## src/host_port_pkg.sv

```systemverilog
// Constants and types shared by the dual-channel host bus port
// ============================================================
package host_port_pkg;
  localparam int DATA_W = 8;
  localparam int IDX_W = 3;
  localparam int REGS_PER_CHAN = 8;
  localparam int NUM_CHAN = 2;
  localparam int ADDR_W = 4;
  // Index of the modem control register within a channel
  localparam logic [IDX_W-1:0] MODEM_CTRL_IDX = 3'h4;
  // Field position of the irq enable / aux output control bit
  localparam int IRQ_EN_BIT = 3;
  localparam logic [DATA_W-1:0] REG_RESET_VAL = 8'h00;
  // Direction line levels in direction-signal mode
  localparam logic DIR_READ = 1'b1;
  localparam logic DIR_WRITE = 1'b0;
  // Style pin level for separate-strobe mode
  localparam logic STYLE_STROBE = 1'b1;
  typedef enum logic [1:0] {
    BUS_IDLE,
    BUS_READ,
    BUS_WRITE
  } bus_state_type;
endpackage

```

## src/chan_reg_mem.sv

```systemverilog
// Register storage for both channels with registered read data
`timescale 1ns/1ps
`default_nettype none
module chan_reg_mem #(
  parameter int DATA_W = 8,
  parameter int ADDR_W = 4,
  parameter int DEPTH = 16
) (
  // Clock and reset
  input wire logic core_clk_i,
  input wire logic arst_n_i,
  // Write port
  input wire logic wr_en_i,
  input wire logic [ADDR_W-1:0] wr_addr_i,
  input wire logic [DATA_W-1:0] wr_data_i,
  // Read port
  input wire logic rd_en_i,
  input wire logic [ADDR_W-1:0] rd_addr_i,
  output logic [DATA_W-1:0] rd_data_o
);
  logic [DATA_W-1:0] mem_r [DEPTH];

  // Storage resets so every register has a known value
  always_ff @(posedge core_clk_i or negedge arst_n_i) begin
    if (!arst_n_i) begin
      for (int i = 0; i < DEPTH; i++) begin
        mem_r[i] <= '0;
      end
    end else if (wr_en_i) begin
      mem_r[wr_addr_i] <= wr_data_i;
    end
  end

  // Read data comes from a register, loaded on request only
  always_ff @(posedge core_clk_i or negedge arst_n_i) begin
    if (!arst_n_i) begin
      rd_data_o <= '0;
    end else if (rd_en_i) begin
      rd_data_o <= mem_r[rd_addr_i];
    end
  end
endmodule // chan_reg_mem
`default_nettype wire

```

## src/dual_channel_host_bus_port.sv

```systemverilog
// Host bus port: decodes both bus styles, holds channel registers
`timescale 1ns/1ps
`default_nettype none
module dual_channel_host_bus_port (
  // Clock and reset
  input wire logic core_clk_i,
  input wire logic arst_n_i,
  // Bus style select
  input wire logic bus_style_i,
  // Host bus
  input wire logic read_strobe_n_i,
  input wire logic write_strobe_n_i,
  input wire logic chan_a_select_n_i,
  input wire logic chan_b_select_n_i,
  input wire logic [host_port_pkg::IDX_W-1:0] register_index_i,
  input wire logic [host_port_pkg::DATA_W-1:0] data_i,
  output logic [host_port_pkg::DATA_W-1:0] data_o,
  output logic data_oe_n_o,
  // Interrupt pins, each as output plus active-low enable
  input wire logic chan_a_irq_req_i,
  input wire logic chan_b_irq_req_i,
  output logic chan_a_irq_o,
  output logic chan_a_irq_oe_n_o,
  output logic chan_b_irq_o,
  output logic chan_b_irq_oe_n_o,
  // Auxiliary outputs
  output logic chan_a_aux_out_n_o,
  output logic chan_b_aux_out_n_o
);
  import host_port_pkg::*;

  // ==========================================================
  // Strobe decode
  // ==========================================================
  logic strobe_mode;
  logic chan_sel;
  logic selected;
  logic rd_level;
  logic wr_level;
  logic rd_level_r;
  logic wr_level_r;
  logic rd_start;
  logic wr_done;
  logic [IDX_W-1:0] idx_r;
  logic [ADDR_W-1:0] wr_addr_r;
  logic [DATA_W-1:0] wr_data_r;
  logic [DATA_W-1:0] rd_data;
  logic [DATA_W-1:0] ctrl_a_r;
  logic [DATA_W-1:0] ctrl_b_r;
  bus_state_type state_r;

  assign strobe_mode = (bus_style_i == STYLE_STROBE);

  // Channel choice differs per style; strobe mode assumes at most
  // one select is low, and A wins if the host breaks that
  always_comb begin
    if (strobe_mode) begin
      selected = !chan_a_select_n_i || !chan_b_select_n_i;
      chan_sel = chan_a_select_n_i;
    end else begin
      selected = !chan_a_select_n_i;
      chan_sel = chan_b_select_n_i;
    end
  end

  // Access levels: read strobe unused in direction mode
  always_comb begin
    if (strobe_mode) begin
      rd_level = selected && !read_strobe_n_i;
      wr_level = selected && !write_strobe_n_i;
    end else begin
      rd_level = selected && (write_strobe_n_i == DIR_READ);
      wr_level = selected && (write_strobe_n_i == DIR_WRITE);
    end
  end

  // Edge history of the access levels
  always_ff @(posedge core_clk_i or negedge arst_n_i) begin
    if (!arst_n_i) begin
      rd_level_r <= 1'b0;
      wr_level_r <= 1'b0;
    end else begin
      rd_level_r <= rd_level;
      wr_level_r <= wr_level;
    end
  end

  assign rd_start = rd_level && !rd_level_r;
  // Write commits when access ends, i.e. at the strobe rise
  assign wr_done = !wr_level && wr_level_r && (state_r == BUS_WRITE);

  // ==========================================================
  // Transaction state
  // ==========================================================
  always_ff @(posedge core_clk_i or negedge arst_n_i) begin
    if (!arst_n_i) begin
      state_r <= BUS_IDLE;
    end else begin
      case (state_r)
        BUS_IDLE: begin
          if (rd_level) begin
            state_r <= BUS_READ;
          end else if (wr_level) begin
            state_r <= BUS_WRITE;
          end
        end
        BUS_READ: begin
          if (!rd_level) begin
            state_r <= BUS_IDLE;
          end
        end
        BUS_WRITE: begin
          if (!wr_level) begin
            state_r <= BUS_IDLE;
          end
        end
        default: begin
          state_r <= BUS_IDLE;
        end
      endcase
    end
  end

  // Address and data are sampled while the write is open, so the
  // last byte seen before the rising edge is the one stored
  always_ff @(posedge core_clk_i or negedge arst_n_i) begin
    if (!arst_n_i) begin
      wr_addr_r <= '0;
      wr_data_r <= '0;
      idx_r <= '0;
    end else if (wr_level) begin
      wr_addr_r <= {chan_sel, register_index_i};
      wr_data_r <= data_i;
      idx_r <= register_index_i;
    end
  end

  // ==========================================================
  // Register storage
  // ==========================================================
  chan_reg_mem #(
    .DATA_W(DATA_W),
    .ADDR_W(ADDR_W),
    .DEPTH(REGS_PER_CHAN * NUM_CHAN)
  ) u_mem (
    .core_clk_i(core_clk_i),
    .arst_n_i(arst_n_i),
    .wr_en_i(wr_done),
    .wr_addr_i(wr_addr_r),
    .wr_data_i(wr_data_r),
    .rd_en_i(rd_start),
    .rd_addr_i({chan_sel, register_index_i}),
    .rd_data_o(rd_data)
  );

  // Shadow of each modem control register for the pin logic
  always_ff @(posedge core_clk_i or negedge arst_n_i) begin
    if (!arst_n_i) begin
      ctrl_a_r <= REG_RESET_VAL;
      ctrl_b_r <= REG_RESET_VAL;
    end else if (wr_done && idx_r == MODEM_CTRL_IDX) begin
      if (wr_addr_r[ADDR_W-1]) begin
        ctrl_b_r <= wr_data_r;
      end else begin
        ctrl_a_r <= wr_data_r;
      end
    end
  end

  // ==========================================================
  // Data bus drive
  // ==========================================================
  // Driven only while the read is open; one cycle after the
  // falling edge the registered byte is valid
  assign data_o = rd_data;
  assign data_oe_n_o = !((state_r == BUS_READ) && rd_level);

  // ==========================================================
  // Interrupt and auxiliary pins
  // ==========================================================
  always_comb begin
    if (strobe_mode) begin
      chan_a_irq_o = chan_a_irq_req_i;
      chan_a_irq_oe_n_o = !ctrl_a_r[IRQ_EN_BIT];
      chan_b_irq_o = chan_b_irq_req_i;
      chan_b_irq_oe_n_o = !ctrl_b_r[IRQ_EN_BIT];
    end else begin
      // Open drain: only ever pull low, pull-up gives the high
      chan_a_irq_o = 1'b0;
      chan_a_irq_oe_n_o = !(chan_a_irq_req_i || chan_b_irq_req_i);
      chan_b_irq_o = 1'b0;
      chan_b_irq_oe_n_o = 1'b0;
    end
  end

  // Aux outputs follow the inverse of the enable bit in both modes
  assign chan_a_aux_out_n_o = !ctrl_a_r[IRQ_EN_BIT];
  assign chan_b_aux_out_n_o = !ctrl_b_r[IRQ_EN_BIT];
endmodule // dual_channel_host_bus_port
`default_nettype wire

```

## config.mk

```make
export PLATFORM = sky130hd
export DESIGN_NAME = dual_channel_host_bus_port
export DESIGN_NICKNAME = d
export VERILOG_FILES = /design/src/host_port_pkg.sv /design/src/chan_reg_mem.sv /design/src/dual_channel_host_bus_port.sv
export SDC_FILE = /design/constraint.sdc
export NUM_CORES = 1
export LEC_CHECK = 0
export ABC_AREA = 0
export BUFFER_PORTS_ARGS = -buffer_cell sky130_fd_sc_hd__buf_2
export CAP_MARGIN = 10
export CORE_ASPECT_RATIO = 0.7
export CORE_MARGIN = 3
export CORE_UTILIZATION = 28
export DETAILED_ROUTE_END_ITERATION = 7
export PLACE_DENSITY_LB_ADDON = 0.1
export SLEW_MARGIN = 20
export SYNTH_ARGS = -nofsm -noshare
export SYNTH_HDL_FRONTEND = slang
export SYNTH_SLANG_ARGS = --single-unit
```

## constraint.sdc

```tcl
create_clock -name core_clk_i -period 2.1 [get_ports core_clk_i]
set_input_delay 0.42 -clock core_clk_i [delete_from_list [all_inputs] [get_ports core_clk_i]]
set_output_delay 0.42 -clock core_clk_i [all_outputs]
set_load 0.005 [all_outputs]
```

==> results of run 1 <==
-- worst max-delay path: cells and delay by family (launching register included) --
kind / cells / cell delay (ns)
AND/OR/NAND/NOR: 2 / 0.84
flip-flops: 1 / 0.41
multiplexers: 1 / 0.34
buffers and inverters: 1 / 0.25
-- logic make-up (layout without fill, tap and decap cells) --
family	after synthesis	in the layout	synth area share, %
compound gates	24	24	2.74
buf+inv	38	111	2.79
flops	154	154	53.4
mux	190	190	34.5
simple gates	39	39	6.57
-- repair_timing --
item	4_1_cts	5_1_grt
hold buffers	1	0
setup buffers	0	0
hold endpoints to repair	45	0
-- per-stage QoR --
stage | utilization, % | instances | hold WS (ns)
floorplan | - | 445 | 0.124
global placement | 32.6 | 810 | 0.420
detailed placement | 32.6 | 810 | 0.427
CTS | 35.0 | 843 | 0.198
global route | 35.0 | 843 | 0.206
finish | 35.0 | 843 | 0.223
-- worst max path at each step --
stage | endpoint | cells after the start | start
after floorplan | u_mem.rd_data_o[0] | 6 | register_index_i[0]
after global placement | u_mem.rd_data_o[4] | 5 | bus_style_i
after detailed placement | u_mem.rd_data_o[4] | 5 | bus_style_i
after CTS | u_mem.mem_r[92] | 4 | idx_r[0]
after global routing | u_mem.mem_r[92] | 4 | idx_r[0]
final | u_mem.mem_r[92] | 4 | idx_r[0]
-- per-layer routing --
layer  global-route usage [%]  part of all wire [%]  routed length [um]  up-vias
met3                     3.49                   3.2                 604       13
met4                     3.54                  0.98                 184        0
met2                     21.5                    45                8390       53
met5                        0                     0                   0        -
li1                         -                     -                   -     1801
met1                     21.2                    51                9670     2207
-- report_power, final --
group	internal (uW)	switching, uW
combinational	447	405
sequential	3250	275
clock	1940	1250
total	5630	1930
-- cells in the final DEF (no fill, tap or decap), drive strengths merged, types with 2 or more instances in the layout --
master    synthesis  layout
a21oi             6       6
and2              2       2
buf              23      67
bufinv            0       3
clkbuf            4      22
clkinv            0       4
clkinvlp          0       2
dfrtp           154     154
inv              11      12
mux2            149     149
mux2i             9       9
mux4             32      32
nand2             4       4
nand2b            7       7
nor2              4       4
nor4             16      16
o2111ai           8       8
o221ai            8       8
or2               3       3
-- registers in the layout, indices dropped and copies added, names as in the netlist --
name,count
ctrl_a_r,1
ctrl_b_r,1
idx_r,2
rd_level_r,1
state_r,2
u_mem.mem_r,128
u_mem.rd_data_o,8
wr_addr_r,2
wr_data_r,8
wr_level_r,1
-- area by class of cell --
cell class | count | share of cell area, %
Clock buffer | 22 | 5.30
Clock inverter | 10 | 1.61
Multi-Input combinational cell | 253 | 36.1
Timing Repair Buffer | 68 | 7.82
Inverter | 11 | 0.472
Sequential cell | 154 | 44.0
Tap cell | 325 | 4.64
==> run metrics, run 1 <==
Clock Pin Slew Worst Setup and Hold Paths=0.06 ns; Fin Setup TNS=0 ns; # diodes=0; routed len/inst=22.4 um; RSZ-0062 raised after global routing=false; total die area=27800 sq um; Synthesized Nets=465; post-synth top area share=53.4%; Area after DPL=8140 sq um; synth unique cells=29; layout cells sized above 1=56.9%; dominant synthesized flop cell=dfrtp_1; global-route wire length before repair=29200 um; Clk Tree Root Cell=clkbuf_16; DRC Markers=0; FF-to-FF Start=idx_r[0]; Worst Reg2Reg Path Length in Cells=4; worst min path class=in -> reg; worst-case clock buffer depth=2; First-pass DRT Iterations=4; GP Congestion=0.740; Vias per Instance=4.83; pre-CTS setup slack=-0.0738 ns; fin crit period=1.96 ns; Slowest-stage cell, CP=or2_0; final hold viol count=0; TritonCTS clock tree=done; post-synthesis sequential area ratio=53.4%; count of input and output buffers=34; DRT iter0 DRCs=169; Largest stage delay, worst path=0.44 ns; area of the core=25000 sq um; crit path capture type=flop; Yosys reg bits=154; EDFF count, synth=0; R2R setup slack=0.14 ns; largest net degree at the start of global routing=49; CTS Sinks=154; level count of the clock H-tree=4; FF/Latch Area=3850 sq um; synthesized area=7220 sq um; post-CTS sizing=0; CTS Buf Count=17; reg2reg end=u_mem.mem_r[92]; Initial Util=28.9%; max_slew headroom=31.9%; top cells by area, synth=dfrtp_1 (53%), mux2_2 (23%), mux4_2 (10%); ys async rst share=100%; fin area=8760 sq um; kind of critical path=reg -> reg; grt ovf=0; vias in the first global route=4426; final period utilization=93.2%; Multi-input gate area=3160 sq um; Least-Margin Pin Slew=1.02 ns; status=finished, final reports clean; final total power=7570 uW; final setup vio count=0; GRT Total Usage=14.4%; Crit path required time=2.40 ns; hold path cells=2; crit path cell chain=or2_0, nor4_4, buf_4, mux2_2; final setup margin=0.143 ns; Die Height=140 um; Max IR drop VDD=0.502 mV; number of antenna-violating nets in the routed design=0; io pins=35; hold_sp=data_i[2]; initial antenna violation count=0; Mapped Avg Cell Area=16.2 sq um; PD cells=864 nW/um^2; maximum fanout along the worst path=5; clk_skew=0.0112 ns; Commonest cells post-synth=dfrtp_1 (154), mux2_2 (146), mux4_2 (32), nor4_4 (16), inv_1 (11); # fillers=2397; Vias=4074; Hold Crit Endpoint=wr_data_r[2]; CP startpoint kind=flop; CP arrival=2.26 ns; routed wire length=18800 um; Chip Width=198 um; later-pin clock latency in the skew report=0.43 ns; Final HPWL DP=12600 um; Max Cap Viol=0; area grow syn2layout=21.3%; cell taking the most area after synthesis=dfrtp_1; final net count=525; Fmax=511 MHz; warnings from Yosys=0; fin. max-slew vios=0; Leakage Power=0.00397 uW; Rows=48; most frequent cell after synthesis=dfrtp_1; cells after synthesis=445
Power figures use the tool's default switching activity.
==> run 2: changes to the inputs <==
--- a/config.mk
+++ b/config.mk
@@ -11,8 +11,10 @@
 export CORE_ASPECT_RATIO = 0.7
 export CORE_MARGIN = 3
 export CORE_UTILIZATION = 28
+export CTS_BUF_LIST = sky130_fd_sc_hd__clkbuf_4 sky130_fd_sc_hd__clkbuf_8 sky130_fd_sc_hd__clkbuf_16
 export DETAILED_ROUTE_END_ITERATION = 7
-export PLACE_DENSITY_LB_ADDON = 0.1
+export PLACE_DENSITY = 0.4
+export SETUP_SLACK_MARGIN = 0.02
 export SLEW_MARGIN = 20
 export SYNTH_ARGS = -nofsm -noshare
 export SYNTH_HDL_FRONTEND = slang
==> run metrics, run 2 (synthesis results as in run 1) <==
area of the core=25000 sq um; Seq pwr share=46.4%; final period utilization=90.8%; total die area=27800 sq um; routed wire length=18200 um; largest net degree at the start of global routing=41; RSZ-0062 raised after global routing=false; global-route wire length before repair=28800 um; Slowest-stage cell, CP=or2_2; Leakage Power=0.00399 uW; initial antenna violation count=0; TritonCTS clock tree=done; Switching Fraction=24.3%; worst-case clock buffer depth=2; area grow syn2layout=21.8%; Hold Slack=0.230 ns; PD cells=861 nW/um^2; Die Height=140 um; max_slew headroom=29.6%; Least-Margin Pin Slew=1.06 ns; Clock Power Share=42.4%; most common cell after layout, fill and taps aside=dfrtp_1; Chip Width=198 um; Max Cap Viol=0; First-pass DRT Iterations=4; grt ovf=0; commonest non-fill, non-tap cells in the layout=dfrtp_1 (154), mux2_2 (146), buf_2 (33), mux4_2 (32), buf_12 (21); Clock Pin Slew Worst Setup and Hold Paths=0.06 ns; CP arrival=1.49 ns; level count of the clock H-tree=4; CP startpoint kind=primary input; Net Switching=1840 uW; max reg flops=128; Largest stage delay, worst path=0.32 ns; number of antenna-violating nets in the routed design=0; routed len/inst=21.6 um; GP Congestion=0.706; combinational fraction of design power=11.2%; maximum fanout along the worst path=9; Vias per Instance=4.81; worst min path class=in -> reg; count of input and output buffers=34; final hold viol count=0; Max IR drop VDD=0.551 mV; Placed Cells incl. Taps=811; DRC Markers=0; final setup margin=0.193 ns; crit path capture type=output port; Largest regs=u_mem.mem_r (128), u_mem.rd_data_o (8), wr_data_r (8); fin crit period=1.91 ns; layout cells sized above 1=57.5%; later-pin clock latency in the skew report=0.42 ns; Clk Tree Root Cell=clkbuf_16; fin. max-slew vios=0; Internal=5730 uW; DRT iter0 DRCs=161; Crit path required time=1.68 ns; GRT Total Usage=14.1%; final net count=526; io pins=35; FF/Latch Area=3850 sq um; Rows=48; most frequent CP cell=buf_2; Final HPWL DP=12400 um; kind of critical path=in -> out; Multi-input gate area=3160 sq um; Vias=4058; register name with the most flops=u_mem.mem_r; status=finished, final reports clean; clk_skew=0.00639 ns; final setup vio count=0; CTS Sinks=154; pre-CTS setup slack=-0.0823 ns; non-filler cells, final=843; vias in the first global route=4522; crit path cell chain=buf_2, nand2b_4, or2_2, a21oi_1, nand2_1, buf_2; # diodes=0; CTS Buf Count=17; Fmax=524 MHz; Initial Util=28.9%; # fillers=2397
-- run 2: path summary, 6_finish.rpt --
check,from,end,slack [ns],depth (start not counted)
min in group asynchronous,arst_n_i,u_mem.mem_r[38],0.48,2
max in group asynchronous,arst_n_i,u_mem.mem_r[52],1.02,3
setup / recovery,bus_style_i,data_oe_n_o,0.19,6
hold / removal,data_i[2],wr_data_r[2],0.23,2
setup reg to reg,state_r[0],u_mem.mem_r[38],0.24,5
hold reg to reg,state_r[1],state_r[0],0.45,1
-- run 2: power by group through the flow --
stage	clock (uW)	combinational, uW	sequential, uW
after floorplan	0	647	3420
after global placement	0	844	3570
after detailed placement	0	867	3570
after CTS	3320	872	3520
after global routing	3440	927	3560
final	3210	848	3510
-- run 2: metal layers --
| metal | GRT usage, % | part of all wire, % |
|---|---|---|
| met5 | 0 | 0 |
| met1 | 19.5 | 49 |
| met3 | 3.32 | 3.0 |
| met2 | 22.1 | 47 |
| met4 | 4.24 | 1.4 |
-- run 2: timing repair --
item	4_1_cts	5_1_grt
endpoints found under the hold margin	36	0
buffers inserted	0	0
hold buffers	1	0
resized for setup	0	0
-- run 2: cell type report --
cell class	count	share of cell area [%]
multi-input combinational	253	36.0
timing repair buffer	69	8.01
clock inverter	7	1.28
tap	325	4.63
inverter	11	0.470
sequential	154	43.8
clock buffer	24	5.79
-- run 2: critical path: cells and delay by family --
kind                   cells  cell delay, ns
AO/OA/AOI/OAI              1            0.23
AND/OR/NAND/NOR            3            0.50
buffers and inverters      2            0.33
-- run 2: metrics by stage --
step                      util, %  total power (uW)  TNS [ns]  instance area [sq um]
after floorplan                 -              4060         0                   7220
after global placement       32.7              4420   -0.0331                   8160
after detailed placement     32.7              4440    -0.119                   8160
after CTS                    35.2              7710         0                   8790
after global routing         35.2              7930         0                   8790
final                        35.2              7570         0                   8790
